File: config.mk
export PLATFORM = sky130hd
export DESIGN_NAME = txsynth_dev_flat
export DESIGN_NICKNAME = d
export VERILOG_FILES = /design/src/txsynth_pkg.sv /design/src/txsynth_if.sv /design/src/txsynth_dev.sv /design/src/flat_wrapper.sv
export VERILOG_INCLUDE_DIRS = /design/src
export SDC_FILE = /design/constraint.sdc
export NUM_CORES = 1
export LEC_CHECK = 0
export BUFFER_PORTS_ARGS = -buffer_cell sky130_fd_sc_hd__buf_2
export CAP_MARGIN = 25
export CORE_MARGIN = 2
export CORE_UTILIZATION = 25
export CTS_BUF_LIST = sky130_fd_sc_hd__clkbuf_8
export DETAILED_ROUTE_END_ITERATION = 8
export PLACE_DENSITY_LB_ADDON = 0.25
export SYNTH_ARGS = -nofsm -noshare
export SYNTH_HDL_FRONTEND = slang
export SYNTH_SLANG_ARGS = --single-unit
File: constraint.sdc
create_clock -name hclk -period 3.9 [get_ports hclk]
set_input_delay 0.39 -clock hclk [delete_from_list [all_inputs] [get_ports hclk]]
set_output_delay 0.39 -clock hclk [all_outputs]
set_load 0.01 [all_outputs]
File: src/txsynth_regs.svh
// register offsets, fields, reset values and timing constants for the synthesizer control block
`ifndef TXSYNTH_REGS_SVH
`define TXSYNTH_REGS_SVH
// device register addresses on the device interface
`define DEV_FRF_HIGH 7'h06
`define DEV_FRF_MID 7'h07
`define DEV_FRF_LOW 7'h08
`define DEV_RATE_HIGH 7'h02
`define DEV_RATE_LOW 7'h03
`define DEV_DEV_HIGH 7'h04
`define DEV_DEV_LOW 7'h05
`define DEV_OSC 7'h0A
`define DEV_SHAPING 7'h0B
`define DEV_MODE 7'h01
`define DEV_RATE_FRAC 7'h0C
`define DEV_STATUS 7'h0D
// osc register fields
`define OSC_CAL_TRIGGER 3
`define OSC_CAL_COMPLETE 4
// mode register fields
`define MODE_TX 0
`define MODE_RX 1
`define MODE_OOK 2
`define MODE_CONT 3
`define MODE_LOW_NOISE 4
`define MODE_AMP_PATH 7
// shaping register field: 2 bits at [6:5]
`define SHAPE_LSB 5
// reset values
`define RST_FRF 24'h00_0000
`define RST_RATE 16'h1A0B
`define RST_DEV 14'h0052
// rc calibration duration in clocks
`define RC_CAL_CYCLES 16'h0100
// ook bias ramp: 8 levels, 0 to 7, one level per step
`define RAMP_MAX 3'h7
// controller register byte addresses (ahb)
`define CTL_CMD 32'h0000_0000
`define CTL_WDATA 32'h0000_0004
`define CTL_RDATA 32'h0000_0008
`define CTL_STATUS 32'h0000_000C
`define CTL_TXBITS 32'h0000_0010
`define CTL_PINS 32'h0000_0014
// cmd fields
`define CMD_GO 8
`define CMD_WRITE 9
// link bit clock divider in host clocks (half period)
`define LINK_HALF 4'h4
`endif
File: src/txsynth_pkg.sv
// types for both ends; only txsynth_dev uses them
package txsynth_pkg;
	typedef enum logic [1:0] {
		H_IDLE = 2'b00,
		H_SHIFT = 2'b01,
		H_DONE = 2'b10
	} host_state_t;
	typedef enum logic [1:0] {
		D_IDLE = 2'b00,
		D_CAL = 2'b01,
		D_DONE = 2'b10
	} cal_state_t;
endpackage

File: src/txsynth_if.sv
// link between the host controller and the synthesizer block
`timescale 1ns/1ps
interface txsynth_if;
	logic reg_wr;
	logic [6:0] reg_addr;
	logic [7:0] reg_wdata;
	logic [7:0] reg_rdata;
	logic tx_data_pin;
	logic bit_clock_pin;
	logic tx_amp_enable_pin;
	modport device(input reg_wr, input reg_addr, input reg_wdata, output reg_rdata,
		input tx_data_pin, output bit_clock_pin, input tx_amp_enable_pin);
	modport host(output reg_wr, output reg_addr, output reg_wdata, input reg_rdata,
		output tx_data_pin, input bit_clock_pin, output tx_amp_enable_pin);
endinterface

File: src/txsynth_dev.sv
// synthesizer, rc calibration, bit rate and modulator control
//
// The AHB-Lite slave port was decided locally.
`timescale 1ns/1ps
`include "txsynth_regs.svh"
module txsynth_dev (
	input wire logic hclk,
	input wire logic hresetn,
	txsynth_if.device link,
	output logic [23:0] synth_word,
	output logic [13:0] fsk_dev_out,
	output logic amp_on,
	output logic [2:0] amp_bias,
	output logic low_noise_loop,
	output logic gauss_on,
	output logic gauss_bt_one,
	output logic amp_path_drive,
	output logic tx_bit
);
	logic [7:0] frf_hi_r, frf_mid_r, rate_hi_r, rate_lo_r, dev_hi_r, dev_lo_r;
	logic [7:0] mode_r, shape_r, frac_r;
	logic cal_trig_r, cal_done_r;
	logic [15:0] cal_cnt_r;
	txsynth_pkg::cal_state_t cal_st_r;
	logic [23:0] synth_r;
	logic [19:0] acc_r;
	logic bclk_r, bit_r, on_r;
	logic [2:0] bias_r;
	logic [7:0] rdata_r;
	logic txd_s1, txd_s2;
	wire wr = link.reg_wr;
	wire [6:0] a = link.reg_addr;
	wire [7:0] d = link.reg_wdata;
	wire tx_mode = mode_r[`MODE_TX] & ~mode_r[`MODE_RX];
	wire ook = mode_r[`MODE_OOK];
	wire cont = mode_r[`MODE_CONT];
	wire [1:0] shape = shape_r[`SHAPE_LSB+1:`SHAPE_LSB];
	wire gauss = ~ook & (shape != 2'b00);
	wire [3:0] frac_eff = ook ? 4'h0 : frac_r[3:0];
	wire [19:0] period = {rate_hi_r, rate_lo_r, frac_eff};
	wire rate_run = tx_mode & (~cont | gauss);
	wire acc_wrap = rate_run & (acc_r + 20'h0_0010 >= period);
	wire bit_src = (cont & ~gauss) ? txd_s2 : bit_r;
	wire [7:0] status_v = {5'h00, cal_st_r == txsynth_pkg::D_CAL, bclk_r, cal_done_r};
	always_ff @(posedge hclk or negedge hresetn) begin
		if (!hresetn) begin
			frf_hi_r <= 8'h00;
			frf_mid_r <= 8'h00;
			synth_r <= `RST_FRF;
			rate_hi_r <= 8'(`RST_RATE >> 8);
			rate_lo_r <= 8'(`RST_RATE);
			dev_hi_r <= {2'b00, 6'(`RST_DEV >> 8)};
			dev_lo_r <= 8'(`RST_DEV);
			mode_r <= 8'h00;
			shape_r <= 8'h00;
			frac_r <= 8'h00;
		end else if (wr) begin
			if (a == `DEV_FRF_HIGH) frf_hi_r <= d;
			if (a == `DEV_FRF_MID) frf_mid_r <= d;
			if (a == `DEV_FRF_LOW) synth_r <= {frf_hi_r, frf_mid_r, d};
			if (a == `DEV_RATE_HIGH) rate_hi_r <= d;
			if (a == `DEV_RATE_LOW) rate_lo_r <= d;
			if (a == `DEV_DEV_HIGH) dev_hi_r <= {2'b00, d[5:0]};
			if (a == `DEV_DEV_LOW) dev_lo_r <= d;
			if (a == `DEV_MODE) mode_r <= d;
			if (a == `DEV_SHAPING) shape_r <= d;
			if (a == `DEV_RATE_FRAC) frac_r <= {4'h0, d[3:0]};
		end
	end
	// calibration: runs at reset release and on host trigger
	always_ff @(posedge hclk or negedge hresetn) begin
		if (!hresetn) begin
			cal_st_r <= txsynth_pkg::D_CAL;
			cal_cnt_r <= 16'h0000;
			cal_done_r <= 1'b0;
			cal_trig_r <= 1'b0;
		end else begin
			cal_trig_r <= wr & (a == `DEV_OSC) & d[`OSC_CAL_TRIGGER];
			unique case (cal_st_r)
				txsynth_pkg::D_IDLE, txsynth_pkg::D_DONE: begin
					if (cal_trig_r) begin
						cal_st_r <= txsynth_pkg::D_CAL;
						cal_done_r <= 1'b0;
						cal_cnt_r <= 16'h0000;
					end
				end
				txsynth_pkg::D_CAL: begin
					cal_cnt_r <= cal_cnt_r + 16'h0001;
					if (cal_cnt_r == `RC_CAL_CYCLES - 16'h0001) begin
						cal_st_r <= txsynth_pkg::D_DONE;
						cal_done_r <= 1'b1;
					end
				end
				default: cal_st_r <= txsynth_pkg::D_IDLE;
			endcase
		end
	end
	// bit timing: accumulate 16 per clock against the 16x period
	always_ff @(posedge hclk or negedge hresetn) begin
		if (!hresetn) begin
			acc_r <= 20'h0_0000;
			bclk_r <= 1'b0;
			bit_r <= 1'b0;
			txd_s1 <= 1'b0;
			txd_s2 <= 1'b0;
		end else begin
			txd_s1 <= link.tx_data_pin;
			txd_s2 <= txd_s1;
			if (!rate_run) acc_r <= 20'h0_0000;
			else if (acc_wrap) acc_r <= acc_r + 20'h0_0010 - period;
			else acc_r <= acc_r + 20'h0_0010;
			bclk_r <= acc_wrap & cont & gauss;
			if (acc_wrap & cont & gauss) bit_r <= txd_s2;
		end
	end
	// amplifier keying and bias ramp
	always_ff @(posedge hclk or negedge hresetn) begin
		if (!hresetn) begin
			on_r <= 1'b0;
			bias_r <= 3'h0;
			rdata_r <= 8'h00;
		end else begin
			on_r <= tx_mode & (ook ? bit_src : 1'b1);
			if (!(ook & (shape != 2'b00))) bias_r <= on_r ? `RAMP_MAX : 3'h0;
			else if (on_r && bias_r != `RAMP_MAX) bias_r <= bias_r + 3'h1;
			else if (!on_r && bias_r != 3'h0) bias_r <= bias_r - 3'h1;
			unique case (a)
				`DEV_FRF_HIGH: rdata_r <= frf_hi_r;
				`DEV_FRF_MID: rdata_r <= frf_mid_r;
				`DEV_FRF_LOW: rdata_r <= synth_r[7:0];
				`DEV_RATE_HIGH: rdata_r <= rate_hi_r;
				`DEV_RATE_LOW: rdata_r <= rate_lo_r;
				`DEV_DEV_HIGH: rdata_r <= dev_hi_r;
				`DEV_DEV_LOW: rdata_r <= dev_lo_r;
				`DEV_MODE: rdata_r <= mode_r;
				`DEV_SHAPING: rdata_r <= shape_r;
				`DEV_RATE_FRAC: rdata_r <= frac_r;
				`DEV_OSC: rdata_r <= {3'h0, cal_done_r, 4'h0};
				`DEV_STATUS: rdata_r <= status_v;
				default: rdata_r <= 8'h00;
			endcase
		end
	end
	assign link.reg_rdata = rdata_r;
	assign link.bit_clock_pin = bclk_r;
	assign synth_word = synth_r;
	assign fsk_dev_out = {dev_hi_r[5:0], dev_lo_r};
	assign amp_on = on_r;
	assign amp_bias = bias_r;
	assign low_noise_loop = mode_r[`MODE_LOW_NOISE] & tx_mode;
	assign gauss_on = gauss;
	assign gauss_bt_one = shape == 2'b01;
	assign amp_path_drive = ~mode_r[`MODE_AMP_PATH] & link.tx_amp_enable_pin;
	assign tx_bit = bit_src;
endmodule

File: src/flat_wrapper.sv
// flat-port wrapper written by rule: the top's interface ports become plain ports
module txsynth_dev_flat 
  (hclk, hresetn, synth_word, fsk_dev_out, amp_on, amp_bias, low_noise_loop, gauss_on, gauss_bt_one, amp_path_drive, tx_bit, link_reg_wr, link_reg_addr, link_reg_wdata, link_reg_rdata, link_tx_data_pin, link_bit_clock_pin, link_tx_amp_enable_pin);
  txsynth_if link_i ();
  input wire logic hclk;
  input wire logic hresetn;
  output logic [23:0] synth_word;
  output logic [13:0] fsk_dev_out;
  output logic amp_on;
  output logic [2:0] amp_bias;
  output logic low_noise_loop;
  output logic gauss_on;
  output logic gauss_bt_one;
  output logic amp_path_drive;
  output logic tx_bit;
  input wire logic [$bits(link_i.reg_wr)-1:0] link_reg_wr;
  input wire logic [$bits(link_i.reg_addr)-1:0] link_reg_addr;
  input wire logic [$bits(link_i.reg_wdata)-1:0] link_reg_wdata;
  output wire logic [$bits(link_i.reg_rdata)-1:0] link_reg_rdata;
  input wire logic [$bits(link_i.tx_data_pin)-1:0] link_tx_data_pin;
  output wire logic [$bits(link_i.bit_clock_pin)-1:0] link_bit_clock_pin;
  input wire logic [$bits(link_i.tx_amp_enable_pin)-1:0] link_tx_amp_enable_pin;
  assign link_i.reg_wr = link_reg_wr;
  assign link_i.reg_addr = link_reg_addr;
  assign link_i.reg_wdata = link_reg_wdata;
  assign link_reg_rdata = link_i.reg_rdata;
  assign link_i.tx_data_pin = link_tx_data_pin;
  assign link_bit_clock_pin = link_i.bit_clock_pin;
  assign link_i.tx_amp_enable_pin = link_tx_amp_enable_pin;
  txsynth_dev u_core (.hclk(hclk), .hresetn(hresetn), .link(link_i), .synth_word(synth_word), .fsk_dev_out(fsk_dev_out), .amp_on(amp_on), .amp_bias(amp_bias), .low_noise_loop(low_noise_loop), .gauss_on(gauss_on), .gauss_bt_one(gauss_bt_one), .amp_path_drive(amp_path_drive), .tx_bit(tx_bit));
endmodule
## Word-level counts from Yosys, hierarchy flattened

Index checks and enable logic that the tools add are counted.
Widths: inputs -> output; s select.

| storage, ports and cells | value |
|---|---|
| bits in registers | 146 |
| bits of input ports | 20 |
| output and inout bits | 56 |
| logic and storage cells | 106 |

| operators by class | value |
|---|---|
| add/subtract/negate cells | 5 |
| order comparisons | 1 |
| equal/unequal tests | 20 |
| multiplexer cells | 18 |
| bitwise logic cells | 19 |
| reductions and logical operators | 21 |

Operators with widths:

| cell | count |
|---|---|
| $pmux 8 s12 | 1 |
| $mux 20 | 2 |
| $eq 7x4->1 const B | 5 |
| $pmux 16 s2 | 1 |
| $eq 7x3->1 const B | 4 |
| $reduce_and 2->1 | 12 |
| $add 20x5->20 const B | 1 |
| $ge 20x20->1 | 1 |
| $sub 20x20->20 | 1 |
| $add 16x1->16 const B | 1 |
| $eq 16x8->1 const B | 1 |
| $mux 16 | 1 |
| $eq 7x2->1 const B | 2 |
| $and 1x1->1 | 13 |
| $mux 3 | 4 |
| $eq 7x1->1 const B | 1 |
| $ne 3x3->1 const B | 2 |
| $not 1->1 | 5 |
| $eq 2x1->1 const B | 2 |
| $mux 1 | 4 |
| $mux 2 | 2 |
| $mux 4 | 1 |
| $pmux 2 s2 | 1 |
| $reduce_bool 2->1 | 2 |
| other kinds (13) | 14 |

## Depth between registers and ports, before layout

| logic depth | value |
|---|---|
| word-level depth | 7 |
| mapped depth | 14 |
| mapped depth without buffers | 12 |

## Worst setup path after synthesis

OpenSTA, ideal clock, no wires.

| timing path | value |
|---|---|
| kind | register to register |
| start point | register u_core.acc_r[4] |
| end point | register u_core.bit_r |
| library setup time | 0.127 ns |
| arrival time | 2.868 ns |
| required time | 3.773 ns |
| slack | 0.905 ns |
| cell stages (with the launch flop) | 12 |
| buffers on the path | 1 |
| period minus slack after synthesis | 2.995 ns |
| cells stage by stage | dfrtp_1 nand3_1 nor4_1 xnor2_1 ha_1 buf_2 and3_1 nand2_1 o311a_4 a31oi_4 and4_4 mux2_1 |

| between the ends | value |
|---|---|
| longest elaborated chain between the ends | 5 |

Ends and longest elaborated chain:

| what | line | source |
|---|---|---|
| start, declared | txsynth_dev.sv:26 | `logic [19:0] acc_r;` |
| start signal, assigned | txsynth_dev.sv:110 | `else if (acc_wrap) acc_r <= acc_r + 20'h0_0010 - period;` |
| start signal, assigned | txsynth_dev.sv:111 | `else acc_r <= acc_r + 20'h0_0010;` |
| $add 20x5->20 | txsynth_dev.sv:42 | `wire acc_wrap = rate_run & (acc_r + 20'h0_0010 >= period);` |
| $ge 20x20->1 | txsynth_dev.sv:42 |  |
| $and 1x1->1 | txsynth_dev.sv:42 |  |
| $and 1x1->1 (2 in series) | txsynth_dev.sv:113 | `if (acc_wrap & cont & gauss) bit_r <= txd_s2;` |
| end signal, assigned | txsynth_dev.sv:113 |  |
| end, declared | txsynth_dev.sv:27 | `logic bclk_r, bit_r, on_r;` |

Every way passes these cells.
A chain may end at the register's enable or synchronous reset.

## Worst setup path after layout

Same ends and word-level chain as after synthesis.

==> impl_metrics.yaml <==
clock_tree:
  cts_root_buffer: "clkbuf_8"
  worstSkewPairLatency_ns: 0.47
  cts_resized: 0
  htree_levels: 4
  cts_buffers: 17
  clockBufferDepth: 2
  cts_tree: "yes"
  cts_hold_buf: 0
  post_cts_buffers: 0
  clkTransAtPathRegs_ns: 0.09
  clock_sinks: 146
synthesis:
  synth_top_family_by_area: "multiplexers"
  synth-seq-area-share: 0.4526
  synth.avg_cell_area_um2: 10.60
  synthesis.nets: 808
  muxShareOfSynthArea: 0.1515
  synth_area_um2: 8100
  yosys.area_share.simple: 0.1481
  synth_cell_types: 75
  synth-compound-area-share: 0.1449
  synth_ff_type: "dfrtp_1"
  synth_cells: 764
  synthTopCellsByArea: "dfrtp_1, mux2_2, ha_1"
  ys_top_cells_by_count: "dfrtp_1, mux2_2, nand2_1"
  synth-adder-area-share: 0.03892
  synth_warnings: 0
  synth_top_area_frac: 0.4201
  synthArstFlopShare: 1.000
  ys_seq_elements: 146
  synth-xor-area-share: 0.02919
  synth-edff-count: 0
  yosysTopAreaCell: "dfrtp_1"
  yosysMostFrequentCell: "dfrtp_1"
worst_setup_path:
  cp-end-kind: "register"
  crit_required_ns: 4.26
  crit_path_max_incr_delay_ns: 0.48
  cpMaxStageDelayCell: "ha_1"
  crit_chain: "nand3_1 > nor4_1 > xnor2_1 > ha_1 > and3_1 > nand2_1 > o311a_4 > a31oi_4 > and4_4 > mux2_1"
  worstPathArrival_ns: 3.80
  path_class: "register to register"
  startpoint_type: "register"
  cp_max_fo: 8
layout:
  diodes: 0
  num-fill-cells: 3358
  layout.nets: 880
  area_growth_pct: 14.97
  drive_above_1_share: 0.2862
status:
  status: "complete, but fails checks"
  violations: "negative hold slack"
timing:
  finalHoldViolCount: 12
  clock-skew-final_ns: 0.01269
  rsz0062_at_grt: "false"
  setup-tns-final_ns: 0
  fmaxAchievable_mhz: 290.8
  final.period_utilization: 0.8817
  slew_headroom: 0.4098
  fin_hold_ws_ns: -0.04093
  tightest_slew_ns: 0.8835
  finalMaxSlewViolations: 0
  setup_viol: 0
  post-route-min-period_ns: 3.439
run:
  drv_cap: 0
route:
  vias_per_cell: 5.010
  postRouteAntennaNets: 0
  vias: 6268
  wl_per_cell_um: 18.42
  drt_iter0_markers: 466
  dr.pass1.iters: 5
  postRouteWirelength_um: 23050
  drc: 0
placed_design:
  dp_hpwl_um: 17140
  portBuffers: 75
  place_congestion: 0.8430
floorplanning:
  core_region_area_um2: 31720
  fp.dieW_um: 184
  die_h_um: 184
  ioPinCount: 76
  initial_utilization: 0.2554
  num_rows: 65
  fp.dieArea_um2: 33860
power_and_ir_drop:
  irDropWorstVdd_mv: 0.2117
  p_leak_uw: 0.004377
  p_per_area_nw_per_um2: 460.9
global_routing:
  overflow: 0
  grt_usage: 0.1421
  grt_max_degree: 85
  grt_pass1_vias: 6151
  antenna_found_initial: 0
  grt_pass1_wl_um: 36800
worst_hold_path:
  hold_path_class: "input pin to asynchronous set/reset pin"
[cell families after synthesis]
kind of cell             count (synthesis)
flip-flops                             146
adder cells (fa/ha/maj)                 24
multiplexers                           111
buffers and inverters                   64
AND/OR/NAND/NOR                        232
XOR/XNOR                                27
AO/OA/AOI/OAI                          160
[critical path, delay by kind of cell, from the launching register on]
family | cells | cell delay (ns)
simple gates | 5 | 1.24
fa+ha+maj | 1 | 0.48
compound gates | 2 | 0.65
mux | 1 | 0.31
xor+xnor | 1 | 0.22
flops | 1 | 0.44
[area by class of cell]
cell class,count,area (µm²),area share
sequential,146,3666,0.3937
multi-input combinational,554,4153,0.4459
tap,402,503.0,0.05401
timing repair buffer,82,459.2,0.04931
clock inverter,14,152.6,0.01639
inverter,35,131.4,0.01411
clock buffer,18,247.7,0.02660
[placed cells by master, fill, tap and decap left out, types with 8 or more instances in the layout]
master      n
nand2_1    55
xor2_1     12
nand3_1    44
a21o_1     10
dfrtp_1   136
nand4_1     8
a21oi_1    27
o21ai_0    26
clkbuf_8   18
mux2_2     92
inv_1      35
and3_1     12
ha_1       22
nand2b_1   13
nor2b_1    10
nor3_1     13
a22oi_1    16
xnor2_1    15
nor2_1     44
buf_2      74
inv_6       8
dfstp_2    10
mux2i_1    18
[where the power goes]
group / leakage [µW] / switching, µW / internal, µW / total, µW
combinational: 0.00220 / 809 / 522 / 1330
sequential: 0.00197 / 95.8 / 1620 / 1710
clock: 0.000204 / 695 / 555 / 1250
[metal layers]
metal  up-vias  track usage  share of wire
li1       2964            -              -
met1      3130       0.1940           0.48
met2       144       0.2235           0.46
met3        30      0.03071          0.039
met4         0      0.04544          0.022
met5         -            0              0
[per-stage QoR]
step | utilization | total power [µW] | cell area, µm² | cells | worst slack [ns]
3_5_place_dp | 0.2810 | 3071 | 8912 | 1219 | 0.4889
4_1_cts | 0.2936 | 4337 | 9313 | 1251 | 0.4634
3_3_place_gp | 0.2810 | 3084 | 8912 | 1219 | 0.5224
6_report | 0.2936 | 4292 | 9313 | 1251 | 0.4614
5_1_grt | 0.2936 | 4556 | 9313 | 1251 | 0.2578
2_1_floorplan | - | 2687 | 8100 | 764 | 0.9046
[final timing paths]
check | endpoint | start | cells after the start | slack, ns
max in group asynchronous | u_core.rate_hi_r[1]$_DFFE_PN1P_ | hresetn | 2 | 3.07
min in group hclk | u_core.txd_s1$_DFF_PN0_ | link_tx_data_pin | 1 | 0.05
min reg2reg | u_core.txd_s2$_DFF_PN0_ | u_core.txd_s1$_DFF_PN0_ | 0 | 0.36
min | u_core.cal_cnt_r[6]$_DFFE_PN0P_ | hresetn | 1 | -0.04
max | u_core.bit_r$_DFFE_PN0P_ | u_core.acc_r[4]$_DFF_PN0_ | 10 | 0.46
max reg2reg | u_core.bit_r$_DFFE_PN0P_ | u_core.acc_r[4]$_DFF_PN0_ | 10 | 0.46
[state kept, by name, indices dropped and copies added, names as in the netlist]
signal,cells
u_core.cal_st_r,2
u_core.cal_trig_r,1
u_core.dev_lo_r,8
u_core.frf_hi_r,8
u_core.cal_done_r,1
u_core.cal_cnt_r,16
u_core.acc_r,20
u_core.frf_mid_r,8
u_core.mode_r,8
u_core.link.bit_clock_pin,1
u_core.rate_lo_r,8
u_core.txd_s1,1
u_core.txd_s2,1
u_core.amp_bias,3
u_core.frac_r,4
u_core.dev_hi_r,6
u_core.amp_on,1
u_core.rate_hi_r,8
u_core.link.reg_rdata,8
u_core.bit_r,1
u_core.synth_word,24
u_core.shape_r,8
Power figures use the tool's default switching activity.
